**src/trlot_pkg.sv**
```systemverilog
package trlot_pkg;

  localparam int ADDR_W = 8;
  localparam int DATA_W = 8;
  localparam int OFFS_W = 9;

  // Register offsets on the control port
  localparam logic [7:0] ADDR_BANDGAP_CTRL = 8'h2c;
  localparam logic [7:0] ADDR_UNLOCK_FIRST = 8'h3f;
  localparam logic [7:0] ADDR_UNLOCK_SECOND = 8'h40;
  localparam logic [7:0] ADDR_TEST_MODE = 8'h41;
  localparam logic [7:0] ADDR_LEFT_DIFF = 8'h46;
  localparam logic [7:0] ADDR_LEFT_CM = 8'h47;
  localparam logic [7:0] ADDR_RIGHT_DIFF = 8'h48;
  localparam logic [7:0] ADDR_RIGHT_CM = 8'h49;
  localparam logic [7:0] ADDR_SPARE_A = 8'h4a;
  localparam logic [7:0] ADDR_SPARE_B = 8'h4b;

  // Reset values
  localparam logic [7:0] RST_BYTE = 8'h00;
  localparam logic [3:0] RST_MODE = 4'h0;
  localparam logic [8:0] RST_OFFS = 9'h000;

  // Field positions and widths
  localparam int BANDGAP_ON_BIT = 0;
  localparam int TEST_MODE_W = 4;
  localparam int DIFF_CODE_W = 7;
  localparam int CM_CODE_W = 8;

  // Expected unlock words; values are arbitrary
  localparam logic [7:0] UNLOCK_FIRST_DEF = 8'h5a;
  localparam logic [7:0] UNLOCK_SECOND_DEF = 8'ha5;

  typedef enum logic [3:0] {
    TRLOT_MODE_NORMAL = 4'b0000,
    TRLOT_MODE_SCAN = 4'b0001,
    TRLOT_MODE_IDDQ = 4'b0010,
    TRLOT_MODE_OUT_HIGH = 4'b0011,
    TRLOT_MODE_OUT_LOW = 4'b0100,
    TRLOT_MODE_IN_LOW = 4'b0101,
    TRLOT_MODE_IN_HIGH = 4'b0110,
    TRLOT_MODE_HI_Z = 4'b0111
  } trlot_mode_t;

endpackage : trlot_pkg

```
**src/trlot_trim_map.sv**
```systemverilog
`timescale 1ns/1ns
// Turns a trim code into a signed offset in 0.25 mV steps, positive code giving
// a negative offset. CLAMP folds the most negative code onto the largest
// positive step instead of one step beyond it.
module trlot_trim_map
  import trlot_pkg::*;
#(
  parameter int CODE_W = 7,
  parameter bit CLAMP = 1'b1
) (
  input wire logic [7:0] code,
  output logic signed [8:0] offset
);

  localparam logic signed [8:0] EDGE = 9'(1 << (CODE_W - 1));

  logic signed [8:0] ext;
  logic signed [8:0] neg;

  always_comb begin
    ext = 9'($signed(code[CODE_W-1:0]));
    neg = 9'(-ext);
    if (CLAMP && neg == EDGE) begin
      offset = 9'(EDGE - 9'sd1);
    end else begin
      offset = neg;
    end
  end

endmodule : trlot_trim_map

```
**src/trlot_bank.sv**
```systemverilog
`timescale 1ns/1ns
//
// Behaviour
// - Bandgap bit powers LDO bandgap, test mode only
// - Unlock only when both words match
// - Locked test registers ignore every write
// - Locked test registers read back zero
// - Unlock words at 0x3f, 0x40, reset zero
// - Test mode field decodes eight modes
// - Left diff trim, quarter mV, inverted, 15.75
// - Left common-mode trim, inverted, up to 31.75
// - Right diff trim, inverted, plus/minus 15.75
// - Right common-mode trim, most negative gives 32.0
module trlot_bank
  import trlot_pkg::*;
#(
  parameter logic [7:0] UNLOCK_FIRST_VAL = UNLOCK_FIRST_DEF,
  parameter logic [7:0] UNLOCK_SECOND_VAL = UNLOCK_SECOND_DEF
) (
  input wire logic ref_clk,
  input wire logic rst_b,
  input wire logic reg_wr_en,
  input wire logic reg_rd_en,
  input wire logic [7:0] reg_addr,
  input wire logic [7:0] reg_wr_data,
  output logic [7:0] reg_rd_data,
  output logic reg_rd_valid,
  output logic test_unlocked,
  output logic [3:0] test_mode,
  output logic mode_scan,
  output logic mode_iddq,
  output logic mode_out_high,
  output logic mode_out_low,
  output logic mode_in_low,
  output logic mode_in_high,
  output logic mode_hi_z,
  output logic bandgap_override,
  output logic bandgap_power_on,
  output logic signed [8:0] offs_left_diff,
  output logic signed [8:0] offs_left_cm,
  output logic signed [8:0] offs_right_diff,
  output logic signed [8:0] offs_right_cm
);

  typedef struct packed {
    logic bandgap_on;
    logic [7:0] unlock_first;
    logic [7:0] unlock_second;
    logic [3:0] mode;
    logic [7:0] left_diff;
    logic [7:0] left_cm;
    logic [7:0] right_diff;
    logic [7:0] right_cm;
    logic [7:0] spare_a;
    logic [7:0] spare_b;
    logic [7:0] rd_data;
    logic rd_valid;
    logic unlocked;
    logic [6:0] mode_flags;
    logic bg_ovr;
    logic bg_on_out;
    logic [8:0] o_ld;
    logic [8:0] o_lc;
    logic [8:0] o_rd;
    logic [8:0] o_rc;
  } trlot_state_t;

  trlot_state_t st_r;
  trlot_state_t st_nxt;

  logic signed [8:0] map_ld;
  logic signed [8:0] map_lc;
  logic signed [8:0] map_rd;
  logic signed [8:0] map_rc;
  logic unlock_match;

  // Everything behind the lock; the unlock words stay reachable so that
  // software can always get in.
  function automatic logic is_test_reg(input logic [7:0] a);
    case (a)
      ADDR_BANDGAP_CTRL, ADDR_TEST_MODE, ADDR_LEFT_DIFF, ADDR_LEFT_CM,
      ADDR_RIGHT_DIFF, ADDR_RIGHT_CM, ADDR_SPARE_A, ADDR_SPARE_B: is_test_reg = 1'b1;
      default: is_test_reg = 1'b0;
    endcase
  endfunction : is_test_reg

  function automatic logic [7:0] read_mux(input trlot_state_t s, input logic [7:0] a);
    case (a)
      ADDR_BANDGAP_CTRL: read_mux = {7'h00, s.bandgap_on};
      ADDR_UNLOCK_FIRST: read_mux = s.unlock_first;
      ADDR_UNLOCK_SECOND: read_mux = s.unlock_second;
      ADDR_TEST_MODE: read_mux = {4'h0, s.mode};
      ADDR_LEFT_DIFF: read_mux = s.left_diff;
      ADDR_LEFT_CM: read_mux = s.left_cm;
      ADDR_RIGHT_DIFF: read_mux = s.right_diff;
      ADDR_RIGHT_CM: read_mux = s.right_cm;
      ADDR_SPARE_A: read_mux = s.spare_a;
      ADDR_SPARE_B: read_mux = s.spare_b;
      default: read_mux = 8'h00;
    endcase
  endfunction : read_mux

  // Compare against the stored words, so the lock follows every access
  assign unlock_match = (st_r.unlock_first == UNLOCK_FIRST_VAL) &&
    (st_r.unlock_second == UNLOCK_SECOND_VAL);

  trlot_trim_map #(.CODE_W(DIFF_CODE_W), .CLAMP(1'b1)) u_map_ld (
    .code(st_r.left_diff),
    .offset(map_ld)
  );
  trlot_trim_map #(.CODE_W(CM_CODE_W), .CLAMP(1'b1)) u_map_lc (
    .code(st_r.left_cm),
    .offset(map_lc)
  );
  trlot_trim_map #(.CODE_W(DIFF_CODE_W), .CLAMP(1'b1)) u_map_rd (
    .code(st_r.right_diff),
    .offset(map_rd)
  );
  // Right common-mode keeps the full step beyond, reaching +32.0 mV
  trlot_trim_map #(.CODE_W(CM_CODE_W), .CLAMP(1'b0)) u_map_rc (
    .code(st_r.right_cm),
    .offset(map_rc)
  );

  always_comb begin
    logic wr_ok;
    wr_ok = 1'b0;
    st_nxt = st_r;
    wr_ok = reg_wr_en && (!is_test_reg(reg_addr) || unlock_match);
    if (wr_ok) begin
      case (reg_addr)
        ADDR_BANDGAP_CTRL: st_nxt.bandgap_on = reg_wr_data[BANDGAP_ON_BIT];
        ADDR_UNLOCK_FIRST: st_nxt.unlock_first = reg_wr_data;
        ADDR_UNLOCK_SECOND: st_nxt.unlock_second = reg_wr_data;
        ADDR_TEST_MODE: st_nxt.mode = reg_wr_data[TEST_MODE_W-1:0];
        ADDR_LEFT_DIFF: st_nxt.left_diff = reg_wr_data;
        ADDR_LEFT_CM: st_nxt.left_cm = reg_wr_data;
        ADDR_RIGHT_DIFF: st_nxt.right_diff = reg_wr_data;
        ADDR_RIGHT_CM: st_nxt.right_cm = reg_wr_data;
        ADDR_SPARE_A: st_nxt.spare_a = reg_wr_data;
        ADDR_SPARE_B: st_nxt.spare_b = reg_wr_data;
        default: st_nxt.spare_b = st_r.spare_b;
      endcase
    end
    // A read in the same cycle as a write returns the old contents
    st_nxt.rd_valid = reg_rd_en;
    if (reg_rd_en) begin
      if (is_test_reg(reg_addr) && !unlock_match) begin
        st_nxt.rd_data = 8'h00;
      end else begin
        st_nxt.rd_data = read_mux(st_r, reg_addr);
      end
    end
    st_nxt.unlocked = unlock_match;
    st_nxt.mode_flags = 7'h00;
    case (trlot_mode_t'(st_r.mode))
      TRLOT_MODE_SCAN: st_nxt.mode_flags[0] = 1'b1;
      TRLOT_MODE_IDDQ: st_nxt.mode_flags[1] = 1'b1;
      TRLOT_MODE_OUT_HIGH: st_nxt.mode_flags[2] = 1'b1;
      TRLOT_MODE_OUT_LOW: st_nxt.mode_flags[3] = 1'b1;
      TRLOT_MODE_IN_LOW: st_nxt.mode_flags[4] = 1'b1;
      TRLOT_MODE_IN_HIGH: st_nxt.mode_flags[5] = 1'b1;
      TRLOT_MODE_HI_Z: st_nxt.mode_flags[6] = 1'b1;
      default: st_nxt.mode_flags = 7'h00;
    endcase
    // Bandgap control only overrides the analog side outside normal mode
    st_nxt.bg_ovr = (st_r.mode != TRLOT_MODE_NORMAL);
    st_nxt.bg_on_out = (st_r.mode != TRLOT_MODE_NORMAL) && st_r.bandgap_on;
    st_nxt.o_ld = map_ld;
    st_nxt.o_lc = map_lc;
    st_nxt.o_rd = map_rd;
    st_nxt.o_rc = map_rc;
  end

  always_ff @(posedge ref_clk) begin
    if (!rst_b) begin
      st_r <= '0;
      st_r.unlock_first <= RST_BYTE;
      st_r.unlock_second <= RST_BYTE;
      st_r.mode <= RST_MODE;
      st_r.left_diff <= RST_BYTE;
      st_r.left_cm <= RST_BYTE;
      st_r.right_diff <= RST_BYTE;
      st_r.right_cm <= RST_BYTE;
      st_r.o_ld <= RST_OFFS;
      st_r.o_lc <= RST_OFFS;
      st_r.o_rd <= RST_OFFS;
      st_r.o_rc <= RST_OFFS;
    end else begin
      st_r <= st_nxt;
    end
  end

  assign reg_rd_data = st_r.rd_data;
  assign reg_rd_valid = st_r.rd_valid;
  assign test_unlocked = st_r.unlocked;
  assign test_mode = st_r.mode;
  assign mode_scan = st_r.mode_flags[0];
  assign mode_iddq = st_r.mode_flags[1];
  assign mode_out_high = st_r.mode_flags[2];
  assign mode_out_low = st_r.mode_flags[3];
  assign mode_in_low = st_r.mode_flags[4];
  assign mode_in_high = st_r.mode_flags[5];
  assign mode_hi_z = st_r.mode_flags[6];
  assign bandgap_override = st_r.bg_ovr;
  assign bandgap_power_on = st_r.bg_on_out;
  assign offs_left_diff = st_r.o_ld;
  assign offs_left_cm = st_r.o_lc;
  assign offs_right_diff = st_r.o_rd;
  assign offs_right_cm = st_r.o_rc;
endmodule : trlot_bank

```
**config.mk**
```make
export PLATFORM = sky130hd
export DESIGN_NAME = trlot_bank
export DESIGN_NICKNAME = d
export VERILOG_FILES = /design/src/trlot_pkg.sv /design/src/trlot_trim_map.sv /design/src/trlot_bank.sv
export SDC_FILE = /design/constraint.sdc
export NUM_CORES = 1
export LEC_CHECK = 0
export BUFFER_PORTS_ARGS = -buffer_cell sky130_fd_sc_hd__buf_2
export CAP_MARGIN = 20
export CELL_PAD_IN_SITES_DETAIL_PLACEMENT = 1
export CELL_PAD_IN_SITES_GLOBAL_PLACEMENT = 1
export CORE_AREA = 2 2 125 127
export CTS_BUF_LIST = sky130_fd_sc_hd__clkbuf_8
export DETAILED_ROUTE_END_ITERATION = 12
export DIE_AREA = 0 0 127 129
export PLACE_DENSITY_LB_ADDON = 0.1
export SYNTH_ARGS = -nofsm -noshare
export SYNTH_HDL_FRONTEND = slang
export SYNTH_SLANG_ARGS = --single-unit
```
**constraint.sdc**
```tcl
create_clock -name ref_clk -period 1.7 [get_ports ref_clk]
set_input_delay 0.17 -clock ref_clk [delete_from_list [all_inputs] [get_ports ref_clk]]
set_output_delay 0.17 -clock ref_clk [all_outputs]
set_load 0.005 [all_outputs]
```
==> metrics.yaml <==
wl_mm: 17.9
dpl_cell_area_sq_mm: 0.00681
final_cell_mix: "dfxtp_1 (115), nand2_1 (103), buf_4 (80)"
ant_nets: 0
path_delay_family: "simple AND/OR/NAND/NOR gates"
initial_utilization: 0.393
clock-sinks: 124
diodes: 0
grt_pass1_wl_mm: 28.3
vias: 4883
clkPwrFrac: 0.471
crit_cells: 6
cts_tree: "yes"
insertion_delay_ns: 0.44
place_hpwl_mm: 13.4
critPathKind: "flip-flop to flip-flop"
worstPathArrival_ns: 2.20
htreeDepth: 4
final-setup-viol-count: 55
startpoint_type: "flip-flop"
antenna_found_initial: 0
path_buf_inv: 1
gp_congestion: 0.865
syn_inst: 626
viasPerCell: 5.17
power_density_mw_per_mm2: 806
grt_max_degree: 75
tightest_slew_ns: 0.574
layout_min_cycle_time_ns: 1.83
r2r_end: "st_r[65]"
fp-row-count: 45
first_pass_iters: 4
die_x_microns: 127
cts-root-buf: "clkbuf_8"
port-buffer-count: 78
avgSynthCellArea_sq_um: 9.41
hold_viol: 0
cap_viol_max_count: 0
cts_buffer_depth: 2
violations: "setup timing"
peakVddDrop_uv: 425
reg2reg_depth: 6
num-nets-final: 771
crit_slowest_cell: "or3_4"
required_ns: 2.07
synthFlopType: "dfxtp_1"
path_max_fanout: 8
drc: 0
drt_iter0_drc: 232
dieArea_sq_mm: 0.0164
gr-usage-all-layers: 0.226
r2r_slack_ns: -0.13
switching_share: 0.230
synth-edff-count: 0
cp-end-kind: "flip-flop"
final_area_sq_mm: 0.00750
holdPathStages: 3
clock_skew_ns: 0.00653
area.growth.synth_to_final_pct: 27.3
grt-ovfl-total: 0
slew_violations: 0
yosysWarnings: 0
path_clk_slew_ns: 0.07
cts_buffers: 17
drive_gt1_frac: 0.349
hold_end: "st_r[118]"
comb_power_share: 0.049
synthesis.area_sq_mm: 0.00589
status: "finished with violations"
routedWlPerCell_microns: 18.9
final_common_cell: "dfxtp_1"
ios: 79
max_slew_margin: 0.617
core-area_sq_mm: 0.0150
whs_ns: 0.0212
seqPwrFrac: 0.481
leakagePower_nw: 3.12
max_stage_delay_ns: 0.43
die_h_microns: 129
rsz0062_at_grt: "true"
intPower_mw: 4.65
switchingPower_mw: 1.39
numPlacedInstances: 903
hold_class: "input pin to flip-flop"
fmax_mhz: 546
crit_chain: "nor4bb_1 -> nand3_1 -> or3_4 -> buf_4 -> nor2_8 -> mux2i_1"
ys_seq_area_frac: 0.421
period_share: 1.08
hp-start: "reg_wr_data[3]"
ys_ff_latch: 124
timing.rr.start: "st_r[113]"
grt_pass1_vias: 4956
final-instance-count-excl-fill: 945
finalPower_mw: 6.04
fillCellCount: 1732
synth_fp_nets: 653
yosysUniqueCellTypes: 59
setup_ws_ns: -0.132
async_flop_share: 0
power by group through the flow:
stage                     logic [mW]  registers (mW)  clock network [mW]
after CTS                      0.295            2.90                2.91
final                          0.294            2.91                2.85
after detailed placement       0.285            2.97                   0
after global routing           0.315            2.90                3.07
after floorplan                0.131            2.97                   0
after global placement         0.281            2.97                   0
cell usage after synthesis, types with 7 or more instances:
library cell | instances | area, sq um
buf_4 | 50 | 375
xnor2_1 | 12 | 105
a221oi_2 | 7 | 105
ha_1 | 7 | 87.6
nor2_1 | 53 | 199
o21a_1 | 16 | 120
inv_1 | 14 | 52.6
mux2i_1 | 66 | 661
dfxtp_1 | 124 | 2480
clkbuf_1 | 19 | 71.3
a21oi_1 | 23 | 115
nor3_1 | 17 | 85.1
nand3_1 | 14 | 70.1
nand2_1 | 104 | 390
area by class of cell:
type,instances,area [sq um],share of cell area
Multi-Input combinational cell,409,3010,0.401
Sequential cell,124,2490,0.332
Timing Repair Buffer,178,1270,0.170
Clock buffer,22,303,0.0404
Tap cell,188,235,0.0314
Clock inverter,10,136,0.0182
Inverter,14,52.6,0.00701
kinds of logic (layout without fill, tap and decap cells):
logic type                 Yosys count  in the layout  synth area share
DFF                                124            124             0.421
buffers and inverters               93            224            0.0947
muxes                               73             73             0.137
xor gates and xnor gates            18             18            0.0268
AOI/OAI and AO/OA                   70             70            0.0952
adders and majority gates            7              7            0.0149
and+or+nand+nor                    241            241             0.210
worst max-delay path by stage:
| stage | start | to | slack, ns |
|---|---|---|---|
| after floorplan | reg_addr[0] | reg_rd_data[4] | -0.08 |
| after global placement | reg_addr[5] | reg_rd_data[3] | -0.18 |
| after detailed placement | reg_addr[5] | reg_rd_data[3] | -0.24 |
| after CTS | st_r[108] | st_r[55] | -0.12 |
| after global routing | st_r[115] | st_r[58] | -0.21 |
| final | st_r[113] | st_r[65] | -0.13 |
registers in the layout, indices dropped and copies added, names as in the netlist, 4 cells and up:
signal and count:
offs_left_diff 9, offs_left_cm 9, st_r 65, offs_right_cm 9, test_mode 4, offs_right_diff 9, reg_rd_data 8
through the flow:
stage,setup TNS [ns],utilization,setup slack (ns)
floorplan,-1.06,-,-0.0757
finish,-4.55,0.501,-0.132
CTS,-4.09,0.494,-0.123
global placement,-8.42,0.455,-0.178
detailed placement,-10.51,0.455,-0.239
global route,-9.14,0.501,-0.212
tightest hold or removal path, delay by kind of cell:
| family | cells | cell delay, ns |
|---|---|---|
| AO/OA/AOI/OAI | 1 | 0.05 |
| buffers and inverters | 1 | 0.13 |
| AND/OR/NAND/NOR | 1 | 0.06 |
timing repair:
item | in CTS | in global routing
gates resized for setup | 12 | 24
hold buffers | 4 | 0
pin swaps | 10 | 8
endpoints found under the hold margin | 5 | 0
buffers inserted | 4 | 3
endpoints found under the setup margin | 72 | 76
metal layers:
metal / routed length [microns] / up-vias / GRT usage
li1: - / 2336 / -
met1: 8250 / 2430 / 0.302
met2: 8730 / 101 / 0.377
met3: 664 / 16 / 0.0457
met4: 226 / 0 / 0.0569
met5: 0 / - / 0
(Power assumes the default switching activity.)
